==> src/verilog/oca_defs.vh <==
/*
 * Constants for the overcurrent alert output logic: register offsets,
 * field positions, reset values and timing counts.
 * Assumes a 125 MHz system clock; included by the design file only.
 */
`ifndef OCA_DEFS_VH
`define OCA_DEFS_VH

`define OCA_CLK_MHZ 125
`define OCA_WIN_US 10
`define OCA_WIN_CYC (`OCA_WIN_US * `OCA_CLK_MHZ)
`define OCA_SLEEP_US 20
`define OCA_SLEEP_CYC (`OCA_SLEEP_US * `OCA_CLK_MHZ)
`define OCA_WAKE_US 300
`define OCA_WAKE_CYC (`OCA_WAKE_US * `OCA_CLK_MHZ)

`define OCA_WINS_10US 4'h1
`define OCA_WINS_50US 4'h5
`define OCA_WINS_100US 4'hA

`define OCA_RTS_OPEN 2'h0
`define OCA_RTS_GND 2'h1
`define OCA_RTS_VS 2'h2

`define OCA_ADDR_CTRL 4'h0
`define OCA_ADDR_STATUS 4'h4
`define OCA_ADDR_IRQ_STAT 4'h8
`define OCA_ADDR_IRQ_MASK 4'hC

`define OCA_CTRL_EN_BIT 0
`define OCA_CTRL_RESET 1'h1
`define OCA_IRQ_W 4
`define OCA_IRQ_MASK_RESET 4'h0
`define OCA_IRQ_ASSERT_BIT 0
`define OCA_IRQ_RELEASE_BIT 1
`define OCA_IRQ_ACTIVE_BIT 2
`define OCA_IRQ_OFF_BIT 3

`define OCA_ST_OFF 2'h0
`define OCA_ST_WAKE 2'h1
`define OCA_ST_ACTIVE 2'h2
`define OCA_ST_SLEEP 2'h3

`endif

==> src/verilog/oca_alert.v <==
/*
 * Overcurrent alert output logic with a classic Wishbone register slave:
 * control, status, interrupt status (write one to clear) and mask registers.
 * Assumes pins (comparator sample, mode, enable, response select) are
 * asynchronous and are synchronised here; the alert pin is open drain
 * with an external pull-up.
 */
// Contract
// - latch mode while hold_mode_select high, transparent while low
// - transparent mode: release flag after one 10 us window below threshold
// - latch mode: flag stays low after input falls below threshold
// - on mode low, release flag only if input below threshold
// - active while enable high, low-power disabled while enable low
// - low-power state reached about 20 us after enable falls
// - operation resumes about 300 us after enable rises; earlier decisions ignored
// - consecutive window counter cleared on disable, restarts on re-enable
// - free-running 10 us window, averaged over-limit decision at each end
// - response select: open 10 us, ground 50 us, supply 100 us
// - flag driven low on over-limit once response time is met
`include "oca_defs.vh"

module oca_alert #(
   parameter WAKE_CYC = `OCA_WAKE_CYC
) (
   input wire clk, // 125 MHz clock
   input wire resetn, // synchronous reset, active low
   input wire ce, // clock enable, freezes all state when low
   input wire wb_cyc_i, // wishbone cycle
   input wire wb_stb_i, // wishbone strobe
   input wire wb_we_i, // wishbone write enable
   input wire [3:0] wb_adr_i, // wishbone byte address
   input wire [3:0] wb_sel_i, // wishbone byte selects
   input wire [31:0] wb_dat_i, // wishbone write data
   output reg [31:0] wb_dat_o, // wishbone read data
   output wire wb_ack_o, // wishbone acknowledge
   output wire irq, // level interrupt, active high
   input wire over_limit_raw, // comparator sample, high when input above threshold
   input wire hold_mode_select, // mode pin, high selects latching
   input wire enable_pin, // enable pin, high selects active
   input wire [1:0] response_time_select, // level-detect code of response pin
   output wire overlimit_flag_n_o, // open-drain flag output value
   output wire overlimit_flag_n_oe // high while flag is pulled low
);

   localparam integer WIN_LAST_I = `OCA_WIN_CYC - 1;
   localparam integer WIN_HALF_I = `OCA_WIN_CYC / 2;
   localparam integer SLEEP_LAST_I = `OCA_SLEEP_CYC - 1;
   localparam integer WAKE_LAST_I = WAKE_CYC - 1;
   localparam [10:0] WIN_LAST = WIN_LAST_I[10:0];
   localparam [10:0] WIN_HALF = WIN_HALF_I[10:0];
   localparam [15:0] SLEEP_LAST = SLEEP_LAST_I[15:0];
   localparam [15:0] WAKE_LAST = WAKE_LAST_I[15:0];

   // two-stage synchronisers for every pin
   // only the second stage is read, so a metastable first stage never reaches logic
   reg [4:0] sync1_q;
   reg [4:0] sync2_q;
   wire over_s = sync2_q[0];
   wire latch_mode = sync2_q[1];
   wire en_pin_s = sync2_q[2];
   wire [1:0] rts_s = sync2_q[4:3];

   always @(posedge clk) begin
      if (!resetn) begin
         sync1_q <= 5'h00;
         sync2_q <= 5'h00;
      end else if (ce) begin
         sync1_q <= {response_time_select, enable_pin, hold_mode_select, over_limit_raw};
         sync2_q <= sync1_q;
      end
   end

   // software enable is anded with the pin, so a bus write can also park the device
   reg ctrl_en_q;
   reg [`OCA_IRQ_W-1:0] irq_stat_q;
   reg [`OCA_IRQ_W-1:0] irq_mask_q;
   reg ack_q;

   // power state
   // wake and sleep share one timer, which only runs in those two states
   reg [1:0] state_q;
   reg [1:0] state_d;
   reg [15:0] tmr_q;
   reg [15:0] tmr_d;
   wire en_eff = en_pin_s & ctrl_en_q;

   always @* begin
      state_d = state_q;
      tmr_d = tmr_q + 16'h0001;
      case (state_q)
         `OCA_ST_OFF: begin
            tmr_d = 16'h0000;
            if (en_eff) state_d = `OCA_ST_WAKE;
         end
         `OCA_ST_WAKE: begin
            if (!en_eff) begin
               state_d = `OCA_ST_SLEEP;
               tmr_d = 16'h0000;
            end else if (tmr_q == WAKE_LAST) begin
               state_d = `OCA_ST_ACTIVE;
               tmr_d = 16'h0000;
            end
         end
         `OCA_ST_ACTIVE: begin
            tmr_d = 16'h0000;
            if (!en_eff) state_d = `OCA_ST_SLEEP;
         end
         `OCA_ST_SLEEP: begin
            if (en_eff) begin
               state_d = `OCA_ST_WAKE;
               tmr_d = 16'h0000;
            end else if (tmr_q == SLEEP_LAST) begin
               state_d = `OCA_ST_OFF;
               tmr_d = 16'h0000;
            end
         end
         default: begin
            state_d = `OCA_ST_OFF;
            tmr_d = 16'h0000;
         end
      endcase
   end

   always @(posedge clk) begin
      if (!resetn) begin
         state_q <= `OCA_ST_OFF;
         tmr_q <= 16'h0000;
      end else if (ce) begin
         state_q <= state_d;
         tmr_q <= tmr_d;
      end
   end

   wire active = (state_q == `OCA_ST_ACTIVE);

   // free-running averaging window
   reg [10:0] win_q;
   reg [10:0] win_d;
   reg [10:0] hi_q;
   reg [10:0] hi_d;
   wire win_end = (win_q == WIN_LAST);
   wire [10:0] hi_tot = hi_q + {10'h000, over_s};
   // majority vote of the samples stands in for the analog average
   wire win_over = win_end & (hi_tot > WIN_HALF);
   wire win_under = win_end & ~(hi_tot > WIN_HALF);

   // never paused by the power state, so response latency depends on input phase
   always @* begin
      win_d = win_q + 11'h001;
      hi_d = hi_tot;
      if (win_end) begin
         win_d = 11'h000;
         hi_d = 11'h000;
      end
   end

   always @(posedge clk) begin
      if (!resetn) begin
         win_q <= 11'h000;
         hi_q <= 11'h000;
      end else if (ce) begin
         win_q <= win_d;
         hi_q <= hi_d;
      end
   end

   // response time in windows
   // code 3 is no legal strap; it falls back to the open setting
   reg [3:0] need;
   always @* begin
      case (rts_s)
         `OCA_RTS_GND: need = `OCA_WINS_50US;
         `OCA_RTS_VS: need = `OCA_WINS_100US;
         default: need = `OCA_WINS_10US;
      endcase
   end

   reg [3:0] consec_q;
   reg [3:0] consec_d;
   // saturate so a long overload cannot wrap the count and miss the trip
   wire [3:0] consec_nx = (consec_q == `OCA_WINS_100US) ? consec_q : consec_q + 4'h1;
   wire trip = active & win_over & (consec_nx >= need);

   always @* begin
      consec_d = consec_q;
      if (!active)
         consec_d = 4'h0;
      else if (win_over)
         consec_d = consec_nx;
      else if (win_under)
         consec_d = 4'h0;
   end

   always @(posedge clk) begin
      if (!resetn)
         consec_q <= 4'h0;
      else if (ce)
         consec_q <= consec_d;
   end

   // alert state; cleared outside ACTIVE, otherwise a clear needs the mode low and a window below threshold
   reg alert_q;
   reg alert_d;
   wire release_ok = active & win_under & ~latch_mode;
   always @* begin
      alert_d = alert_q;
      if (!active)
         alert_d = 1'b0;
      else if (trip)
         alert_d = 1'b1;
      else if (release_ok)
         alert_d = 1'b0;
   end

   always @(posedge clk) begin
      if (!resetn)
         alert_q <= 1'b0;
      else if (ce)
         alert_q <= alert_d;
   end

   // the pin only ever pulls low; the pull-up gives the idle level
   assign overlimit_flag_n_o = 1'b0;
   assign overlimit_flag_n_oe = alert_q;

   // event detection for interrupts
   reg alert_d1_q;
   reg [1:0] state_d1_q;
   wire [`OCA_IRQ_W-1:0] ev;
   assign ev[`OCA_IRQ_ASSERT_BIT] = alert_q & ~alert_d1_q;
   assign ev[`OCA_IRQ_RELEASE_BIT] = ~alert_q & alert_d1_q;
   assign ev[`OCA_IRQ_ACTIVE_BIT] = active & (state_d1_q != `OCA_ST_ACTIVE);
   assign ev[`OCA_IRQ_OFF_BIT] = (state_q == `OCA_ST_OFF) & (state_d1_q == `OCA_ST_SLEEP);

   always @(posedge clk) begin
      if (!resetn) begin
         alert_d1_q <= 1'b0;
         state_d1_q <= `OCA_ST_OFF;
      end else if (ce) begin
         alert_d1_q <= alert_q;
         state_d1_q <= state_q;
      end
   end

   // wishbone slave: one wait state, ack drops after one cycle
   // writes land at the edge that takes the request; ack rises at that same edge
   wire req = wb_cyc_i & wb_stb_i & ~ack_q;
   wire wr0 = req & wb_we_i & wb_sel_i[0];
   assign wb_ack_o = ack_q;
   assign irq = |(irq_stat_q & irq_mask_q);

   wire [`OCA_IRQ_W-1:0] w1c = (wr0 && wb_adr_i == `OCA_ADDR_IRQ_STAT) ? wb_dat_i[`OCA_IRQ_W-1:0]
                                                                     : {`OCA_IRQ_W{1'b0}};

   // sticky bits, cleared by writing ones
   genvar gi;
   generate
      for (gi = 0; gi < `OCA_IRQ_W; gi = gi + 1) begin : g_irq
         // set wins over a write-one clear in the same cycle
         always @(posedge clk) begin
            if (!resetn)
               irq_stat_q[gi] <= 1'b0;
            else if (ce)
               irq_stat_q[gi] <= ev[gi] | (irq_stat_q[gi] & ~w1c[gi]);
         end
      end
   endgenerate

   // unmapped offsets read as zero and ignore writes
   reg [31:0] rd;
   always @* begin
      case (wb_adr_i)
         `OCA_ADDR_CTRL: rd = {31'h00000000, ctrl_en_q};
         `OCA_ADDR_STATUS: rd = {20'h00000, consec_q, rts_s, en_pin_s, latch_mode, state_q, active, alert_q};
         `OCA_ADDR_IRQ_STAT: rd = {28'h0000000, irq_stat_q};
         `OCA_ADDR_IRQ_MASK: rd = {28'h0000000, irq_mask_q};
         default: rd = 32'h00000000;
      endcase
   end

   always @(posedge clk) begin
      if (!resetn) begin
         ack_q <= 1'b0;
         wb_dat_o <= 32'h00000000;
         ctrl_en_q <= `OCA_CTRL_RESET;
         irq_mask_q <= `OCA_IRQ_MASK_RESET;
      end else if (ce) begin
         ack_q <= req;
         if (req & ~wb_we_i)
            wb_dat_o <= rd;
         if (wr0 && wb_adr_i == `OCA_ADDR_CTRL)
            ctrl_en_q <= wb_dat_i[`OCA_CTRL_EN_BIT];
         if (wr0 && wb_adr_i == `OCA_ADDR_IRQ_MASK)
            irq_mask_q <= wb_dat_i[`OCA_IRQ_W-1:0];
      end
   end

endmodule

==> config.mk <==
export PLATFORM = sky130hd
export DESIGN_NAME = oca_alert
export DESIGN_NICKNAME = d
export VERILOG_FILES = /design/src/verilog/oca_alert.v
export VERILOG_INCLUDE_DIRS = /design/src /design/src/verilog
export SDC_FILE = /design/constraint.sdc
export NUM_CORES = 1
export LEC_CHECK = 0
export ABC_AREA = 1
export BUFFER_PORTS_ARGS = -buffer_cell sky130_fd_sc_hd__buf_4
export CAP_MARGIN = 25
export CORE_AREA = 2 2 116 118
export CTS_BUF_LIST = sky130_fd_sc_hd__clkbuf_8
export DETAILED_ROUTE_END_ITERATION = 12
export DIE_AREA = 0 0 118 120
export PLACE_DENSITY = 0.59
export SLEW_MARGIN = 20
export SYNTH_ARGS = -nofsm -noshare
export SYNTH_HDL_FRONTEND = slang
export SYNTH_SLANG_ARGS = --single-unit
==> constraint.sdc <==
create_clock -name clk -period 2.2 [get_ports clk]
set_input_delay 0.11 -clock clk [delete_from_list [all_inputs] [get_ports clk]]
set_output_delay 0.11 -clock clk [all_outputs]
set_load 0.02 [all_outputs]
==> metrics.md, run 1 <==
| Metric | Value |
|---|---|
| Outcome | finished clean |
| Placed Instances | 787 |
| Total track usage | 0.130 |
| Rows | 42 |
| Final Setup Violations | 0 |
| RR Endpoint | overlimit_flag_n_oe |
| Syn Inst Count | 589 |
| Die Area | 14200 um^2 |
| # nets final | 694 |
| Endpoint class of the critical path | flop |
| DRC violations left | 0 |
| RR Startpoint | consec_q[1] |
| Yosys warnings | 0 |
| Max VDD drop | 0.000214 V |
| IO buf count | 34 |
| Syn Area/Cell | 7.10 um^2 |
| Drt pass-1 iters | 4 |
| Routed Antenna Nets | 0 |
| Initial Util | 0.322 |
| Max_cap viols | 0 |
| Critical path class | reg2reg |
| Pwr Density | 575 nW/um^2 |
| DP Worst Slack | 0.211 ns |
| Most common cell after layout, fill and taps aside | nand2_1 |
| Via density | 4.54 |
| Xor/xnor share of the synthesized area | 0.0335 |
| Antenna violations before repair | 0 |
| Final TNS setup | 0 ns |
| Clk sinks | 80 |
| Slowest cell on the critical path | dfxtp_1 |
| Total CTS buffers | 9 |
| RSZ-0062 raised after global routing | false |
| Nature of the critical path startpoint | flop |
| DR iter-0 viols | 239 |
| Mux contribution to synthesized area | 0 |
| Netlist cell types | 39 |
| CTS tree | done |
| Hold-critical path depth | 3 |
| Worst Tran Pin Value | 0.847 ns |
| Placed Area | 4540 um^2 |
| Mapped Area | 4180 um^2 |
| Compound-Gate Fraction of Synth Area | 0.128 |
| Worst Slack Setup Final | 0.246 ns |
| Reg2Reg Depth | 13 |
| Clock Skew | 0.00424 ns |
| FMAX | 0.512 GHz |
| Routed WL | 8870 um |
| Final hold vios | 0 |
| Die height | 120 um |
| H-tree depth | 3 |
| Layout cells sized above 1 | 0.119 |
| ANT cells | 0 |
| Largest family of logic cells by synthesized area | simple AND/OR/NAND/NOR gates |
| Tot Pwr | 2.74 mW |
| Most frequent cells in the layout | nand2_1 (110), nor2_1 (85), dfxtp_1 (79), inv_1 (64), a21oi_1 (42) |
| I/O pins | 87 |
| Synthesized flop and latch total | 80 |
| Root Buffer | clkbuf_8 |
| Non-Filler Instances | 807 |
| Cell area after layout | 4770 um^2 |
| Critical Path RT | 2.43 ns |
| Vias in the first global route | 3413 |
| Wire per inst | 11.0 um |
| First-pass GRT wire length | 15300 um |
| Hold Crit Class | in2reg |
| Relative slew slack | 0.433 |
| RePlAce Congestion | 0.883 |
| Post-Synth Simple-Gate Area | 0.295 |
| Setup slack, reg-to-reg | 0.25 ns |
| Largest net degree at the start of global routing | 24 |
| Clock Pin Slew Worst Setup and Hold Paths | 0.07 ns |
| DR vias | 3665 |
| DP HPWL | 6560 um |
| Die X | 118 um |
| Max FO, Critical Path | 5 |
| Clk buf depth | 2 |
| Crit path DAT | 2.19 ns |
| Critical-path cell list | ha_1 > nand2_1 > nor2_1 > xor2_1 > ha_1 > inv_1 > nand2_1 > a21oi_1 > o21bai_1 > a21oi_1 > o21ai_1 > nand2_1 > a21oi_1 |
| CP max stage delay | 0.40 ns |
| Synthesis-to-layout area growth | 14.0% |
| Floorplan core area | 13000 um^2 |
| Worst Hold Endpoint | irq_mask_q[3] |
| Total grt overflow | 0 |
| Final Max Slew Viols | 0 |
| Final period utilization | 0.888 |
| LEAKAGE | 1.88 nW |
| Clock latency at the later pin of the worst-skew pair | 0.35 ns |
| Min Clock Period, post-route | 1.95 ns |
| Hold Startpoint | wb_dat_i[3] |
| Seq/Total Area, Yosys | 0.383 |
| Synth Area in Adders | 0.0449 |
[worst max-delay path by stage]
stage,cells after the start,slack (ns),start,end
after floorplan,14,0.39,consec_q[0],overlimit_flag_n_oe
after global placement,14,0.24,consec_q[0],overlimit_flag_n_oe
after detailed placement,14,0.21,consec_q[0],overlimit_flag_n_oe
after CTS,14,0.19,consec_q[0],overlimit_flag_n_oe
after global routing,13,0.02,consec_q[1],overlimit_flag_n_oe
final,13,0.25,consec_q[1],overlimit_flag_n_oe
[stage by stage]
step,hold WS (ns),utilization
floorplan,0.245,-
global placement,0.333,0.349
detailed placement,0.344,0.349
CTS,0.00775,0.367
global route,0.0213,0.367
finish,0.0305,0.367
[routing by layer]
layer  vias to the layer above  GRT usage  wire length [um]  part of all wire
met5                         -          0                 0                 0
met4                         0     0.0535               150             0.017
met3                        13     0.0280               290             0.033
met2                        55      0.220              4150              0.47
met1                      1648      0.161              4270              0.48
li1                       1949          -                 -                 -
[cell families after synthesis]
group | after synthesis
AO/OA/AOI/OAI | 96
other | 1
adder cells (fa/ha/maj) | 15
AND/OR/NAND/NOR | 279
buffers and inverters | 102
XOR/XNOR | 16
flip-flops | 80
[area by class of cell]
type | instances | area (um^2)
fillers | 1371 | 8210
multi-input cells | 427 | 2180
flip-flops and latches | 80 | 1600
repair buffers | 45 | 350
inverters | 65 | 244
well taps | 176 | 220
clock buffers | 12 | 165
clock inverters | 2 | 7.51
[repair_timing]
item | 4_1_cts | 5_1_grt
resized for setup | 0 | 2
hold buffers | 5 | 0
endpoints found under the setup margin | 0 | 1
setup buffers | 0 | 1
hold endpoints to repair | 5 | 0
[Yosys cell counts]
| cell type | n | area share |
|---|---|---|
| nand2_1 | 110 | 0.099 |
| nor2_1 | 85 | 0.076 |
| dfxtp_1 | 80 | 0.38 |
| inv_1 | 62 | 0.056 |
| a21oi_1 | 42 | 0.050 |
| o21ai_0 | 29 | 0.035 |
| nand3_1 | 25 | 0.030 |
| buf_4 | 22 | 0.040 |
| nor3_1 | 22 | 0.026 |
| ha_1 | 15 | 0.045 |
| nand4_1 | 15 | 0.022 |
| xor2_1 | 14 | 0.029 |
| a22oi_1 | 8 | 0.014 |
| clkbuf_1 | 8 | 0.0072 |
| o21ai_1 | 6 | 0.0072 |
| nor2_2 | 5 | 0.0075 |
| nand2_2 | 4 | 0.0060 |
| buf_1 | 3 | 0.0027 |
| buf_2 | 3 | 0.0036 |
| inv_2 | 3 | 0.0027 |
| nor3_2 | 3 | 0.0072 |
| a31oi_1 | 2 | 0.0030 |
| nand3_2 | 2 | 0.0048 |
| nand3b_1 | 2 | 0.0036 |
| nor4_1 | 2 | 0.0030 |
| o21bai_1 | 2 | 0.0036 |
| or2_2 | 2 | 0.0030 |
| xnor2_1 | 2 | 0.0042 |
| a211oi_1 | 1 | 0.0018 |
| buf_6 | 1 | 0.0027 |
| conb_1 | 1 | 0.00090 |
| nor4_4 | 1 | 0.0051 |
| o211ai_1 | 1 | 0.0018 |
| o21ai_2 | 1 | 0.0021 |
| o21ai_4 | 1 | 0.0039 |
| o221ai_1 | 1 | 0.0021 |
| o22ai_1 | 1 | 0.0015 |
| o31ai_1 | 1 | 0.0018 |
| or2_0 | 1 | 0.0015 |
[sequential cells by signal, summed over array words and instances, names as in the netlist, 2 cells and up]
| signal | flops |
|---|---|
| state_d1_q | 2 |
| irq_stat_q | 4 |
| sync2_q | 5 |
| sync1_q | 5 |
| irq_mask_q | 4 |
| consec_q | 4 |
| state_q | 2 |
| tmr_q | 16 |
| hi_q | 11 |
| wb_dat_o | 12 |
| win_q | 11 |
[where the power goes]
group	switching (mW)	internal (mW)	total, mW
sequential	0.0266	1.48	1.50
clock	0.493	0.483	0.975
combinational	0.175	0.0878	0.263
total	0.695	2.05	2.74
[worst max-delay path: cells and delay by family (launching register included)]
family                     cells  cell delay [ns]
AOI/OAI and AO/OA              5             0.44
adders and majority gates      2             0.43
DFF                            1             0.40
and+or+nand+nor                4             0.29
xor gates and xnor gates       1             0.22
buffers and inverters          1             0.05
Power figures use the tool's default switching activity.
==> run 2: changes to the inputs <==
PLACE_DENSITY = 0.61   (was 0.59)
clock period = 1.72 ns   (was 2.2 ns; I/O delays follow)
==> run 2 against run 1 <==
  * The run now ends with setup timing left
  * Wire length grew 6.4%
  * Cell count up 4.6%
  * Clock power rose by 20%
  * Total power up 27%
  * Highest routed layer unchanged
==> metrics.md, run 2 (synthesis results as in run 1) <==
| Metric | Value |
|---|---|
| Outcome | finished, violations left |
| Violated checks | setup timing |
| ANT cells | 0 |
| Clk buf depth | 2 |
| Hold Crit Class | in2reg |
| Most frequent cells in the layout | nand2_1 (107), nor2_1 (81), dfxtp_1 (76), buf_4 (69), inv_1 (64) |
| Endpoint class of the critical path | flop |
| Largest net degree at the start of global routing | 41 |
| Die X | 118 um |
| Final period utilization | 1.07 |
| H-tree depth | 3 |
| Hold_ws | 0.0707 ns |
| LEAKAGE | 2.13 nW |
| Largest register by flop count | tmr_q |
| Die height | 120 um |
| Critical Path RT | 1.96 ns |
| Floorplan core area | 13000 um^2 |
| Max VDD drop | 0.000287 V |
| Max FO, Critical Path | 2 |
| CTS tree | done |
| FMAX | 0.541 GHz |
| First-pass GRT wire length | 16200 um |
| Reg2Reg Depth | 14 |
| Tot Pwr | 3.48 mW |
| DP HPWL | 6820 um |
| Final TNS setup | -0.128 ns |
| Max reg flops | 16 |
| Via density | 4.62 |
| Antenna violations before repair | 0 |
| Total grt overflow | 0 |
| IO buf count | 34 |
| Drt pass-1 iters | 4 |
| Wire per inst | 11.2 um |
| Worst Tran Pin Value | 0.491 ns |
| RePlAce Congestion | 0.912 |
| Rows | 42 |
| Final Setup Violations | 1 |
| Initial Util | 0.322 |
| DRC violations left | 0 |
| Clock Skew | 0.00919 ns |
| # nets final | 731 |
| Total track usage | 0.137 |
| Vias in the first global route | 3680 |
| Clk sinks | 80 |
| Final hold vios | 0 |
| Total CTS buffers | 9 |
| Pwr Density | 671 nW/um^2 |
| Clock Pin Slew Worst Setup and Hold Paths | 0.07 ns |
| DR iter-0 viols | 201 |
| Clock latency at the later pin of the worst-skew pair | 0.36 ns |
| Die Area | 14200 um^2 |
| Routed WL | 9440 um |
| I/O pins | 87 |
| Most common cell after layout, fill and taps aside | nand2_1 |
| Synthesis-to-layout area growth | 24.2% |
| Hold-critical path depth | 4 |
| Relative slew slack | 0.670 |
| Routed Antenna Nets | 0 |
| Largest regs | tmr_q (16), wb_dat_o (12) |
| Min Clock Period, post-route | 1.85 ns |
| Root Buffer | clkbuf_8 |
| RSZ-0062 raised after global routing | true |
| Crit path DAT | 2.09 ns |
| Nature of the critical path startpoint | flop |
| Final Max Slew Viols | 0 |
| Max_cap viols | 0 |
| Critical path class | reg2reg |
| DR vias | 3896 |
| Worst Slack Setup Final | -0.128 ns |
| Layout cells sized above 1 | 0.192 |
==> run 2: cell type report <==
class / count / area, um^2
fill: 1349 / 7790
multi-input combinational: 427 / 2310
sequential: 80 / 1610
timing repair buffer: 82 / 661
inverter: 65 / 244
tap: 176 / 220
clock buffer: 10 / 138
clock inverter: 4 / 16.3
==> run 2: timing repair <==
| item | in CTS | in global routing |
|---|---|---|
| endpoints found under the setup margin | 18 | 27 |
| endpoints found under the hold margin | 11 | 0 |
| pin swaps | 1 | 9 |
| setup buffers | 1 | 2 |
| resized for setup | 12 | 23 |
| hold buffers | 10 | 0 |
==> run 2: critical path, cell delays in order (launching register included) <==
cell,delay (ns)
dfxtp_2,0.33
inv_2,0.04
ha_4,0.15
nand2_4,0.06
nor2_4,0.05
xor2_2,0.18
ha_1,0.29
inv_1,0.05
nand2_1,0.06
a21oi_2,0.13
o21bai_1,0.08
a21oi_1,0.16
o21ai_1,0.08
nand2_1,0.06
a21oi_1,0.04
==> run 2: path summary, 6_finish.rpt <==
path          startpoint             endpoint  slack (ns)
min          wb_adr_i[2]            ctrl_en_q        0.07
max          consec_q[0]  overlimit_flag_n_oe       -0.13
max reg2reg  consec_q[0]  overlimit_flag_n_oe       -0.13
min reg2reg  wb_dat_o[3]          wb_dat_o[3]        0.47
==> run 2: power breakdown <==
group	internal (mW)	total [mW]	switching [mW]
Clock	0.530	1.17	0.640
Sequential	1.89	1.92	0.0277
Combinational	0.148	0.395	0.247
==> run 2: metrics by stage <==
stage / util / cells / area (um^2) / setup slack [ns]
global placement: 0.368 / 817 / 4780 / -0.113
CTS: 0.391 / 842 / 5080 / -0.102
floorplan: - / 609 / 4260 / -0.0333
detailed placement: 0.368 / 817 / 4780 / -0.157
global route: 0.400 / 844 / 5190 / -0.323
finish: 0.400 / 844 / 5190 / -0.128
==> run 2: metal layers <==
| layer | global-route usage | vias up | routed length [um] | part of all wire |
|---|---|---|---|---|
| li1 | - | 2024 | - | - |
| met1 | 0.166 | 1774 | 4390 | 0.47 |
| met2 | 0.235 | 82 | 4490 | 0.48 |
| met3 | 0.0295 | 16 | 371 | 0.039 |
| met4 | 0.0595 | 0 | 184 | 0.020 |
| met5 | 0 | - | 0 | 0 |
